### config.mk
export PLATFORM = sky130hd
export DESIGN_NAME = hp_port
export DESIGN_NICKNAME = d
export VERILOG_FILES = /design/src/hp_crc16.v /design/src/hp_port.v
export VERILOG_INCLUDE_DIRS = /design/src /design/src/src
export SDC_FILE = /design/constraint.sdc
export NUM_CORES = 1
export LEC_CHECK = 0
export BUFFER_PORTS_ARGS = -buffer_cell sky130_fd_sc_hd__buf_2
export CAP_MARGIN = 0
export CORE_AREA = 8 8 112 114
export CTS_CLUSTER_SIZE = 24
export DETAILED_ROUTE_END_ITERATION = 8
export DIE_AREA = 0 0 120 122
export PLACE_DENSITY = 0.76
export SLEW_MARGIN = 20
export SYNTH_ARGS = -nofsm -noshare
export SYNTH_HDL_FRONTEND = slang
export SYNTH_SLANG_ARGS = --single-unit
### constraint.sdc
create_clock -name clk -period 2.5 [get_ports clk]
set_input_delay 0.5 -clock clk [delete_from_list [all_inputs] [get_ports clk]]
set_output_delay 0.5 -clock clk [all_outputs]
set_load 0.01 [all_outputs]
### src/hp_regs.vh
/*
 constants for the host port readout and crc check block.
 assumes inclusion by bare name from the design files under src/.
*/
`ifndef HP_REGS_VH
`define HP_REGS_VH
// ----------------------------------------------------------------
// command codes
// ----------------------------------------------------------------
`define HP_CMD_CTRL_RD_BASE 8'h70
`define HP_CMD_CTRL_RD_MASK 8'hF1
`define HP_CMD_CRC_WR       8'hB6
`define HP_CMD_CRC_RD       8'hD6
// ----------------------------------------------------------------
// crc and readout layout
// ----------------------------------------------------------------
`define HP_CRC_POLY     16'h1021
`define HP_CRC_W        16
`define HP_CRC_RESET    16'h0000
`define HP_RO_W         24
`define HP_RO_LAST_BIT  5'h17
`define HP_RD_W         16
`define HP_CTRL_BANK_W  64
`define HP_DST_W        4
`define HP_DST_SO       4'h1
`endif

### src/hp_crc16.v
/*
 serial crc-16 remainder accumulator, msb first.
 assumes clr and shift_en are single-cycle pulses on clk.
*/
`timescale 1ns/1ps
`include "hp_regs.vh"
module hp_crc16
(
  input  wire                  clk,
  input  wire                  sys_rst,
  input  wire                  clr,
  input  wire                  shift_en,
  input  wire                  bit_in,
  output reg  [`HP_CRC_W-1:0]  crc
);
  // ----------------------------------------------------------------
  // remainder update
  // ----------------------------------------------------------------
  // feeding the top bit back equals dividing the message padded with 16 zeros
  wire                 fb       = crc[`HP_CRC_W-1] ^ bit_in;
  wire [`HP_CRC_W-1:0] next_crc = {crc[`HP_CRC_W-2:0], 1'b0} ^ (fb ? `HP_CRC_POLY : `HP_CRC_RESET);

  // clear wins over shift
  always @(posedge clk)
  begin
    if (sys_rst)
      crc <= `HP_CRC_RESET;
    else if (clr)
      crc <= `HP_CRC_RESET;
    else if (shift_en)
      crc <= next_crc;
  end
endmodule // hp_crc16

### src/hp_port.v
/*
 run-phase serial port readout and crc check of host traffic.
 assumes sclk, si and request_strobe_n come from the host pins, asynchronous
 to clk and far slower; the dsp side signals are on clk.
*/
`timescale 1ns/1ps
`include "hp_regs.vh"
module hp_port
(
  input  wire                        clk,
  input  wire                        sys_rst,
  input  wire                        sclk,
  input  wire                        si,
  input  wire                        request_strobe_n,
  input  wire [`HP_RO_W-1:0]         dsp_internal_bus,
  input  wire                        program_readout_instr,
  input  wire [`HP_DST_W-1:0]        destination_field,
  input  wire [`HP_CTRL_BANK_W-1:0]  ctrl_reg_bank,
  output reg                         so,
  output reg                         readout_data_valid,
  output reg  [`HP_CRC_W-1:0]        crc_expected_remainder,
  output reg                         crc_match
);
  // ----------------------------------------------------------------
  // pin synchronisers and edge detection
  // ----------------------------------------------------------------
  reg  [2:0] pin_meta;
  reg  [2:0] pin_sync;
  reg  [2:0] pin_last;

  // two flops per pin, then one more stage for edge finding
  always @(posedge clk)
  begin
    if (sys_rst)
    begin
      pin_meta <= 3'h7;
      pin_sync <= 3'h7;
      pin_last <= 3'h7;
    end
    else
    begin
      pin_meta <= {request_strobe_n, si, sclk};
      pin_sync <= pin_meta;
      pin_last <= pin_sync;
    end
  end

  wire sclk_s    = pin_sync[0];
  wire si_s      = pin_sync[1];
  wire rq_n_s    = pin_sync[2];
  wire sclk_rise = sclk_s & ~pin_last[0];
  wire sclk_fall = ~sclk_s & pin_last[0];
  wire rq_fall   = ~rq_n_s & pin_last[2];
  wire rq_rise   = rq_n_s & ~pin_last[2];
  wire rx_bit    = sclk_rise & ~rq_n_s;

  // ----------------------------------------------------------------
  // command byte receiver
  // ----------------------------------------------------------------
  reg  [2:0] bit_cnt;
  reg  [1:0] byte_cnt;
  reg  [6:0] rx_shift;
  reg  [7:0] cmd;
  reg  [7:0] exp_hi;
  reg  [`HP_RD_W-1:0] rd_shift;
  reg                 rd_load;
  reg                 rd_started;

  wire [7:0] rx_byte   = {rx_shift, si_s};
  wire       byte_done = rx_bit & (bit_cnt == 3'h7);
  wire       is_ctrl   = (rx_byte & `HP_CMD_CTRL_RD_MASK) == `HP_CMD_CTRL_RD_BASE;
  wire [7:0] ctrl_byte = ctrl_reg_bank[{rx_byte[3:1], 3'h0} +: 8];

  // bytes assemble msb first; first byte of a strobe is the command
  always @(posedge clk)
  begin
    if (sys_rst)
    begin
      bit_cnt                <= 3'h0;
      byte_cnt               <= 2'h0;
      rx_shift               <= 7'h00;
      cmd                    <= 8'h00;
      exp_hi                 <= 8'h00;
      crc_expected_remainder <= `HP_CRC_RESET;
      rd_shift               <= 16'h0000;
      rd_load                <= 1'b0;
    end
    else if (rq_fall)
    begin
      bit_cnt  <= 3'h0;
      byte_cnt <= 2'h0;
      rd_load  <= 1'b0;
    end
    else if (rq_rise)
      rd_load <= 1'b0;
    else if (rx_bit)
    begin
      rx_shift <= rx_byte[6:0];
      bit_cnt  <= bit_cnt + 3'h1;
      if (byte_done)
      begin
        if (byte_cnt != 2'h3)
          byte_cnt <= byte_cnt + 2'h1;
        if (byte_cnt == 2'h0)
        begin
          cmd <= rx_byte;
          if (is_ctrl)
          begin
            rd_shift <= {ctrl_byte, 8'h00};
            rd_load  <= 1'b1;
          end
          else if (rx_byte == `HP_CMD_CRC_RD)
          begin
            rd_shift <= crc_expected_remainder;
            rd_load  <= 1'b1;
          end
        end
        else if (cmd == `HP_CMD_CRC_WR && byte_cnt == 2'h1)
          exp_hi <= rx_byte;
        else if (cmd == `HP_CMD_CRC_WR && byte_cnt == 2'h2)
          crc_expected_remainder <= {exp_hi, rx_byte};
      end
    end
    else if (sclk_fall && rd_started)
      rd_shift <= {rd_shift[`HP_RD_W-2:0], 1'b0};
  end

  // first falling edge after the command presents the top bit
  always @(posedge clk)
  begin
    if (sys_rst || rq_fall || rq_rise)
      rd_started <= 1'b0;
    else if (sclk_fall && rd_load)
      rd_started <= 1'b1;
  end

  // ----------------------------------------------------------------
  // crc check
  // ----------------------------------------------------------------
  wire [`HP_CRC_W-1:0] crc_now;
  reg                  crc_show;

  hp_crc16 u_crc
  (
    .clk      (clk),
    .sys_rst  (sys_rst),
    .clr      (rq_fall),
    .shift_en (rx_bit),
    .bit_in   (si_s),
    .crc      (crc_now)
  );

  // result latched at strobe rise, shown until next strobe fall
  always @(posedge clk)
  begin
    if (sys_rst)
    begin
      crc_match <= 1'b0;
      crc_show  <= 1'b0;
    end
    else if (rq_rise)
    begin
      crc_match <= (crc_now == crc_expected_remainder);
      crc_show  <= 1'b1;
    end
    else if (rq_fall)
      crc_show <= 1'b0;
  end

  // ----------------------------------------------------------------
  // dsp bus readout
  // ----------------------------------------------------------------
  reg [`HP_RO_W-1:0] ro_shift;
  reg [4:0]          ro_cnt;
  wire ro_capture = program_readout_instr & (destination_field == `HP_DST_SO);

  // capture, hold while valid, end by si high or 24th rising edge
  always @(posedge clk)
  begin
    if (sys_rst)
    begin
      ro_shift           <= 24'h00_0000;
      ro_cnt             <= 5'h00;
      readout_data_valid <= 1'b0;
    end
    else if (readout_data_valid)
    begin
      if (si_s)
        readout_data_valid <= 1'b0;
      else if (sclk_rise && ro_cnt == `HP_RO_LAST_BIT)
        readout_data_valid <= 1'b0;
      else
      begin
        if (sclk_rise)
          ro_cnt <= ro_cnt + 5'h01;
        if (sclk_fall && ro_cnt != 5'h00)
          ro_shift <= {ro_shift[`HP_RO_W-2:0], 1'b0};
      end
    end
    else if (ro_capture && !si_s)
    begin
      ro_shift           <= dsp_internal_bus;
      ro_cnt             <= 5'h00;
      readout_data_valid <= 1'b1;
    end
  end

  // ----------------------------------------------------------------
  // serial output selection
  // ----------------------------------------------------------------
  reg next_so;

  // readout first, then command readback, then check result
  always @*
  begin
    next_so = 1'b0;
    if (readout_data_valid)
      next_so = ro_shift[`HP_RO_W-1];
    else if (rd_started)
      next_so = rd_shift[`HP_RD_W-1];
    else if (crc_show)
      next_so = crc_match;
  end

  always @(posedge clk)
  begin
    if (sys_rst)
      so <= 1'b0;
    else
      so <= next_so;
  end
endmodule // hp_port

-- Word-level counts from Yosys, hierarchy flattened
Cells that the tools add are included.
- add/sub/neg operators: 3
- multiply operators: 0
- divide/modulo/power cells: 0
- order comparisons: 0
- equal/unequal tests: 17
- shift operators: 1
- muxes and demuxes: 28
- bitwise gates (word level): 17
- reductions and logical operators: 28
- operator list (cell ; number):
    $mux W24 ; 5
    $mux W16 ; 6
    $shiftx A64 B7 Y8 ; 1
    $mux W5 ; 5
    $eq A16 B16 Y1 ; 1
    $eq A8 B8 Y1 const B ; 2
    $reduce_and A4 Y1 ; 4
    $xor A16 B16 Y16 ; 1
    $mux W13 ; 1
    $reduce_and A6 Y1 ; 2
    $mux W1 ; 11
    $ne A2 B1 Y1 const B ; 4
    $not A1 Y1 ; 8
    $reduce_bool A2 Y1 ; 4
    $and A1 B1 Y1 ; 7
    $logic_and A1 B1 Y1 ; 7
    $reduce_and A7 Y1 ; 1
    $ne A2 B2 Y1 const B ; 3
    $add A5 B1 Y5 const B ; 1
    $eq A5 B4 Y1 const B ; 1
    $eq A5 B5 Y1 const B ; 1
    $reduce_and A5 Y1 ; 1
    $reduce_bool A5 Y1 ; 1
    $eq A4 B1 Y1 const B ; 1
    14 further kinds ; 15
- flip-flop bits (word level): 120
- bits in latches: 0
- memory bits (writable): 0
- bits in read-only memories: 0
- input port bits: 98
- output and inout port bits: 19
- memories kept: 0

-- Depth between registers and ports, before layout
- depth in word-level cells: 7
- depth in mapped cells: 9

-- By module
Synthesis repeated with hierarchy kept, for this count alone.
- cells, all modules: 630
- area total of the unflattened synthesis: 5962.0 um^2
- by module, submodules not included (module ; instances ; cells each ; area each (um^2) ; sequential area each (um^2)):
    hp_port ; 1 ; 557 ; 5231.3 ; 2062.0
    hp_crc16 ; 1 ; 73 ; 730.7 ; 320.3

-- Worst setup path before layout
Ideal clock, no wire load.
- kind: register to register
- from: register pin_sync[2]
- to: register crc_expected_remainder[10]
- arrival: 1.807 ns
- required time: 2.372 ns
- slack: 0.565 ns
- cell stages (with the launch flop): 9
- period minus slack after synthesis: 1.935 ns
- cell sequence: dfxtp_1 > inv_1 > ha_1 > nand2_2 > nor4b_1 > buf_2 > buf_4 > mux2i_1 > nor2_1
- cells in the longest elaborated chain, start to end: 4
- elaborated cells on any way between the ends: 8
- RTL lines (element ; line ; text):
    from (decl) ; hp_port.v:28 ; reg [2:0] pin_sync;
    from (signal assigned) ; hp_port.v:43 ; pin_sync <= pin_meta;
    $not A1 Y1 ; hp_port.v:53, hp_port.v:55 ;
    $and A1 B1 Y1, on equally long branches ; hp_port.v:55, hp_port.v:53 ;
    $and A1 B1 Y1 or $not A1 Y1 (tied branches) ; - ;
    $reduce_and A7 Y1 (no line) * ; - ;
    to (signal assigned) ; hp_port.v:84 ; crc_expected_remainder <= `HP_CRC_RESET;
    to (signal assigned) ; hp_port.v:121 ; crc_expected_remainder <= {exp_hi, rx_byte};
    to (decl) ; hp_port.v:21 ; output reg [`HP_CRC_W-1:0] crc_expected_remainder,
Mark *: on every way between the ends. The rest lies on a longest branch, timed or not.
A chain may end at the register's enable or synchronous reset.

-- Worst setup path in the final report
- from: register rx_shift[1]
- to: register rd_shift[3]
- cells in the longest elaborated chain, start to end: 3
- RTL lines (element ; line ; text):
    from (decl) ; hp_port.v:62 ; reg [6:0] rx_shift;
    from (signal assigned) ; hp_port.v:98 ; rx_shift <= rx_byte[6:0];
    $eq A8 B8 Y1 (no line) ; - ;
    $ne A3 B1 Y1 (no line) ; - ;
    $reduce_and A6 Y1 (no line) ; - ;
    to (signal assigned) ; hp_port.v:109 ; rd_shift <= {ctrl_byte, 8'h00};
    to (signal assigned) ; hp_port.v:114 ; rd_shift <= crc_expected_remainder;
    to (signal assigned) ; hp_port.v:125 ; rd_shift <= {rd_shift[`HP_RD_W-2:0], 1'b0};
    to (decl) ; hp_port.v:65 ; reg [`HP_RD_W-1:0] rd_shift;
No other way between the ends.

==> results.md <==
* FMAX at between 0.4 and 0.5 GHz
* Hold Path Class: in2reg
* Status: completed
* Hold buffers post-CTS at 0
* H-tree levels at 4
* First-pass GRT wire length at between 20000 and 25000 microns
* Gpl congestion at about 0.86
* Dpl cells at between 800 and 900
* Remaining Overflow, GRT at 0
* Setup ws final at approximately 390 ps
* Register area at 0.00238 sq mm
* Final min period at 2110 ps
* Fin area at 0.00695 sq mm
* Mapped Cells at 623
* Post-synth EDFFs at 0
* Synth area leaders: dfxtp_1 (41%), mux2i_1 (10%), mux2_2 (6.3%)
* Crit path kind: reg2reg
* Die H at between 100 and 150 microns
* Total GRT Usage at between 10% and 20%
* Die Wd at roughly 120 microns
* Fill count at 850
* Syn Std Cell Area at just under 0.006 sq mm
* Worst-skew pair later-pin latency at between 500 and 600 ps
* Area post-placement at approximately 0.0064 sq mm
* Site row count at 38
* WL final at approximately 14000 microns
* Clock sinks at 119
* Post-CTS sizing at 0
* NumNets Final at just over 800
* I/O Buffers at about 120
* Drt wl/cell at between 15 and 20 microns
* Primary FF master, synth: dfxtp_1
* Die area at around 0.015 sq mm
* Crit end category: flip-flop
* Largest net degree at the start of global routing at 95
* Final Hold Fails at 0
* Post-synthesis register bit count at around 120
* IO Count at 117
* Kind of start point of the critical path: flip-flop
* Initial antenna violation count at 0
* Syn nets at 731
* Final worst path period share at a little over four fifths
* Max Cap Viol at 0
* CTS clock-pin slew for the worst setup and hold paths at around 50 ps
* Netlist cell types at 45
* Setup Buffers After CTS at 0
* Post-synth top area share at 41.4%
* Seq/Total Area, Yosys at around 41%
* Layout cells sized above 1 at a little under 30%
* Top Metal Used: met4
* Final setup violation count at 0
* WP data arrival at 2530 ps
* Wire length on met2 at between 7000 and 8000 microns
* Clock tree from TritonCTS: yes
* Worst Max-Slew Pin Slew at just under 600 ps
* M1 wire length at about 6100 microns
* Power per Cell Area at around 610 mW/mm^2
* CTS root buffer: clkbuf_8
* Final Power at roughly 0.0042 W
* TritonCTS buffer count at 17
* Detailed Route Iter0 Violations at ~340
* Leak pwr at 2.56 nW
* Max-slew violations at 0
* Post-route insts no fill at approximately 870
* CP required at between 2000 and 3000 ps
* Fin Clk Skew at ~8 ps
* Multi-input logic area at about 0.0031 sq mm
* Setup TNS at 0 ps
* Commonest non-fill, non-tap cells in the layout: dfxtp_1 (119), buf_2 (116), nor2_1 (78)
* Commonest non-fill, non-tap cell in the layout: dfxtp_1
* RSZ-0062 raised after global routing: false
* Relative slew slack at about three fifths
* Yosys warning count at 0
* Final ANT Viol Nets at 0
* Hpwl dp at around 10000 microns
* Core area at roughly 0.011 sq mm
* Clk buf depth at 2
* Max VDD drop at 505 uV
* Average vias per placed instance at around 5.6
* Routed vias at slightly below 5000
* Crit Path Max Fanout at 13
* Initial Util at between 50 and 60%
* Area Growth Syn to Fin at 20.6%
* Post-Syn Area per Cell at between 9 and 10 sq um
* N_diodes at 0
* Cell taking the most area after synthesis: dfxtp_1
* # DRC at 0
* Dpl ws at approximately 430 ps
* Pre-antenna DRT Iters at 4
* Async SR Flop Fraction at 0%
* Met3 WL at a little under 900 microns
* Vias in the first global route at approximately 4800
[stage by stage]
stage | hold WS, ps | util [%]
finish | 167 | 64.9
global route | 158 | 64.9
CTS | 150 | 64.9
detailed placement | 398 | 60.0
global placement | 405 | 60.0
floorplan | 389 | -
[registers in the layout (all words and copies together) (netlist names)]
name	flops
bit_cnt	3
pin_last	2
rd_started	1
crc_match	1
rd_load	1
so	1
crc_expected_remainder	16
cmd	8
byte_cnt	2
rx_shift	7
pin_sync	3
readout_data_valid	1
crc_show	1
u_crc.crc	16
pin_meta	3
exp_hi	8
ro_cnt	5
ro_shift	24
rd_shift	16
[Yosys cell counts, drive strengths merged, types with 14 or more instances]
cell,number
a21oi,40
o22ai,16
clkbuf,21
xnor2,24
nand2,59
buf,25
dfxtp,119
mux2i,58
nand2b,14
nor2,78
mux2,32
a211oi,25
[per-layer routing]
layer	vias to the layer above	global-route usage, %
met5	-	0
met4	0	8.04
met3	31	5.74
met2	162	33.4
met1	2312	22.8
li1	2408	-
[where the power goes]
group	total (W)	switching [W]	internal, W
registers	0.00191	0.00000629	0.00191
clock network	0.00214	0.000778	0.00136
logic	0.000191	0.0000874	0.000103
[worst paths after layout]
kind	startpoint	to	slack, ps	cells past startpoint
setup reg to reg	rx_shift[1]	rd_shift[3]	390	6
hold / removal	sclk	pin_meta[0]	170	2
hold reg to reg	pin_meta[1]	pin_sync[1]	410	1
setup / recovery	rx_shift[1]	rd_shift[3]	390	6
[critical path, stage by stage, from the launching register on]
cell and delay (ps):
dfxtp_1 590, nand2b_4 150, or3_4 420, a311oi_4 300, buf_4 250, nor2_1 70
a311oi_2 230
[final cells by class]
type	count	area share (%)
Sequential cell	119	34.3
Multi-Input combinational cell	451	45.1
Timing Repair Buffer	127	10.1
Tap cell	140	2.52
Clock inverter	3	0.216
Clock buffer	27	7.37
Inverter	7	0.378
[logic make-up (layout without fill, tap and decap cells)]
| family | after synthesis | in the layout | share of synthesized area (%) |
|---|---|---|---|
| and+or+nand+nor | 205 | 205 | 17.3 |
| AOI/OAI and AO/OA | 122 | 122 | 14.7 |
| DFF | 119 | 119 | 41.4 |
| muxes | 90 | 90 | 16.3 |
| buffers and inverters | 53 | 164 | 4.52 |
| xor gates and xnor gates | 24 | 24 | 3.65 |
| adders and majority gates | 10 | 10 | 2.17 |
Power figures use the tool's default switching activity.
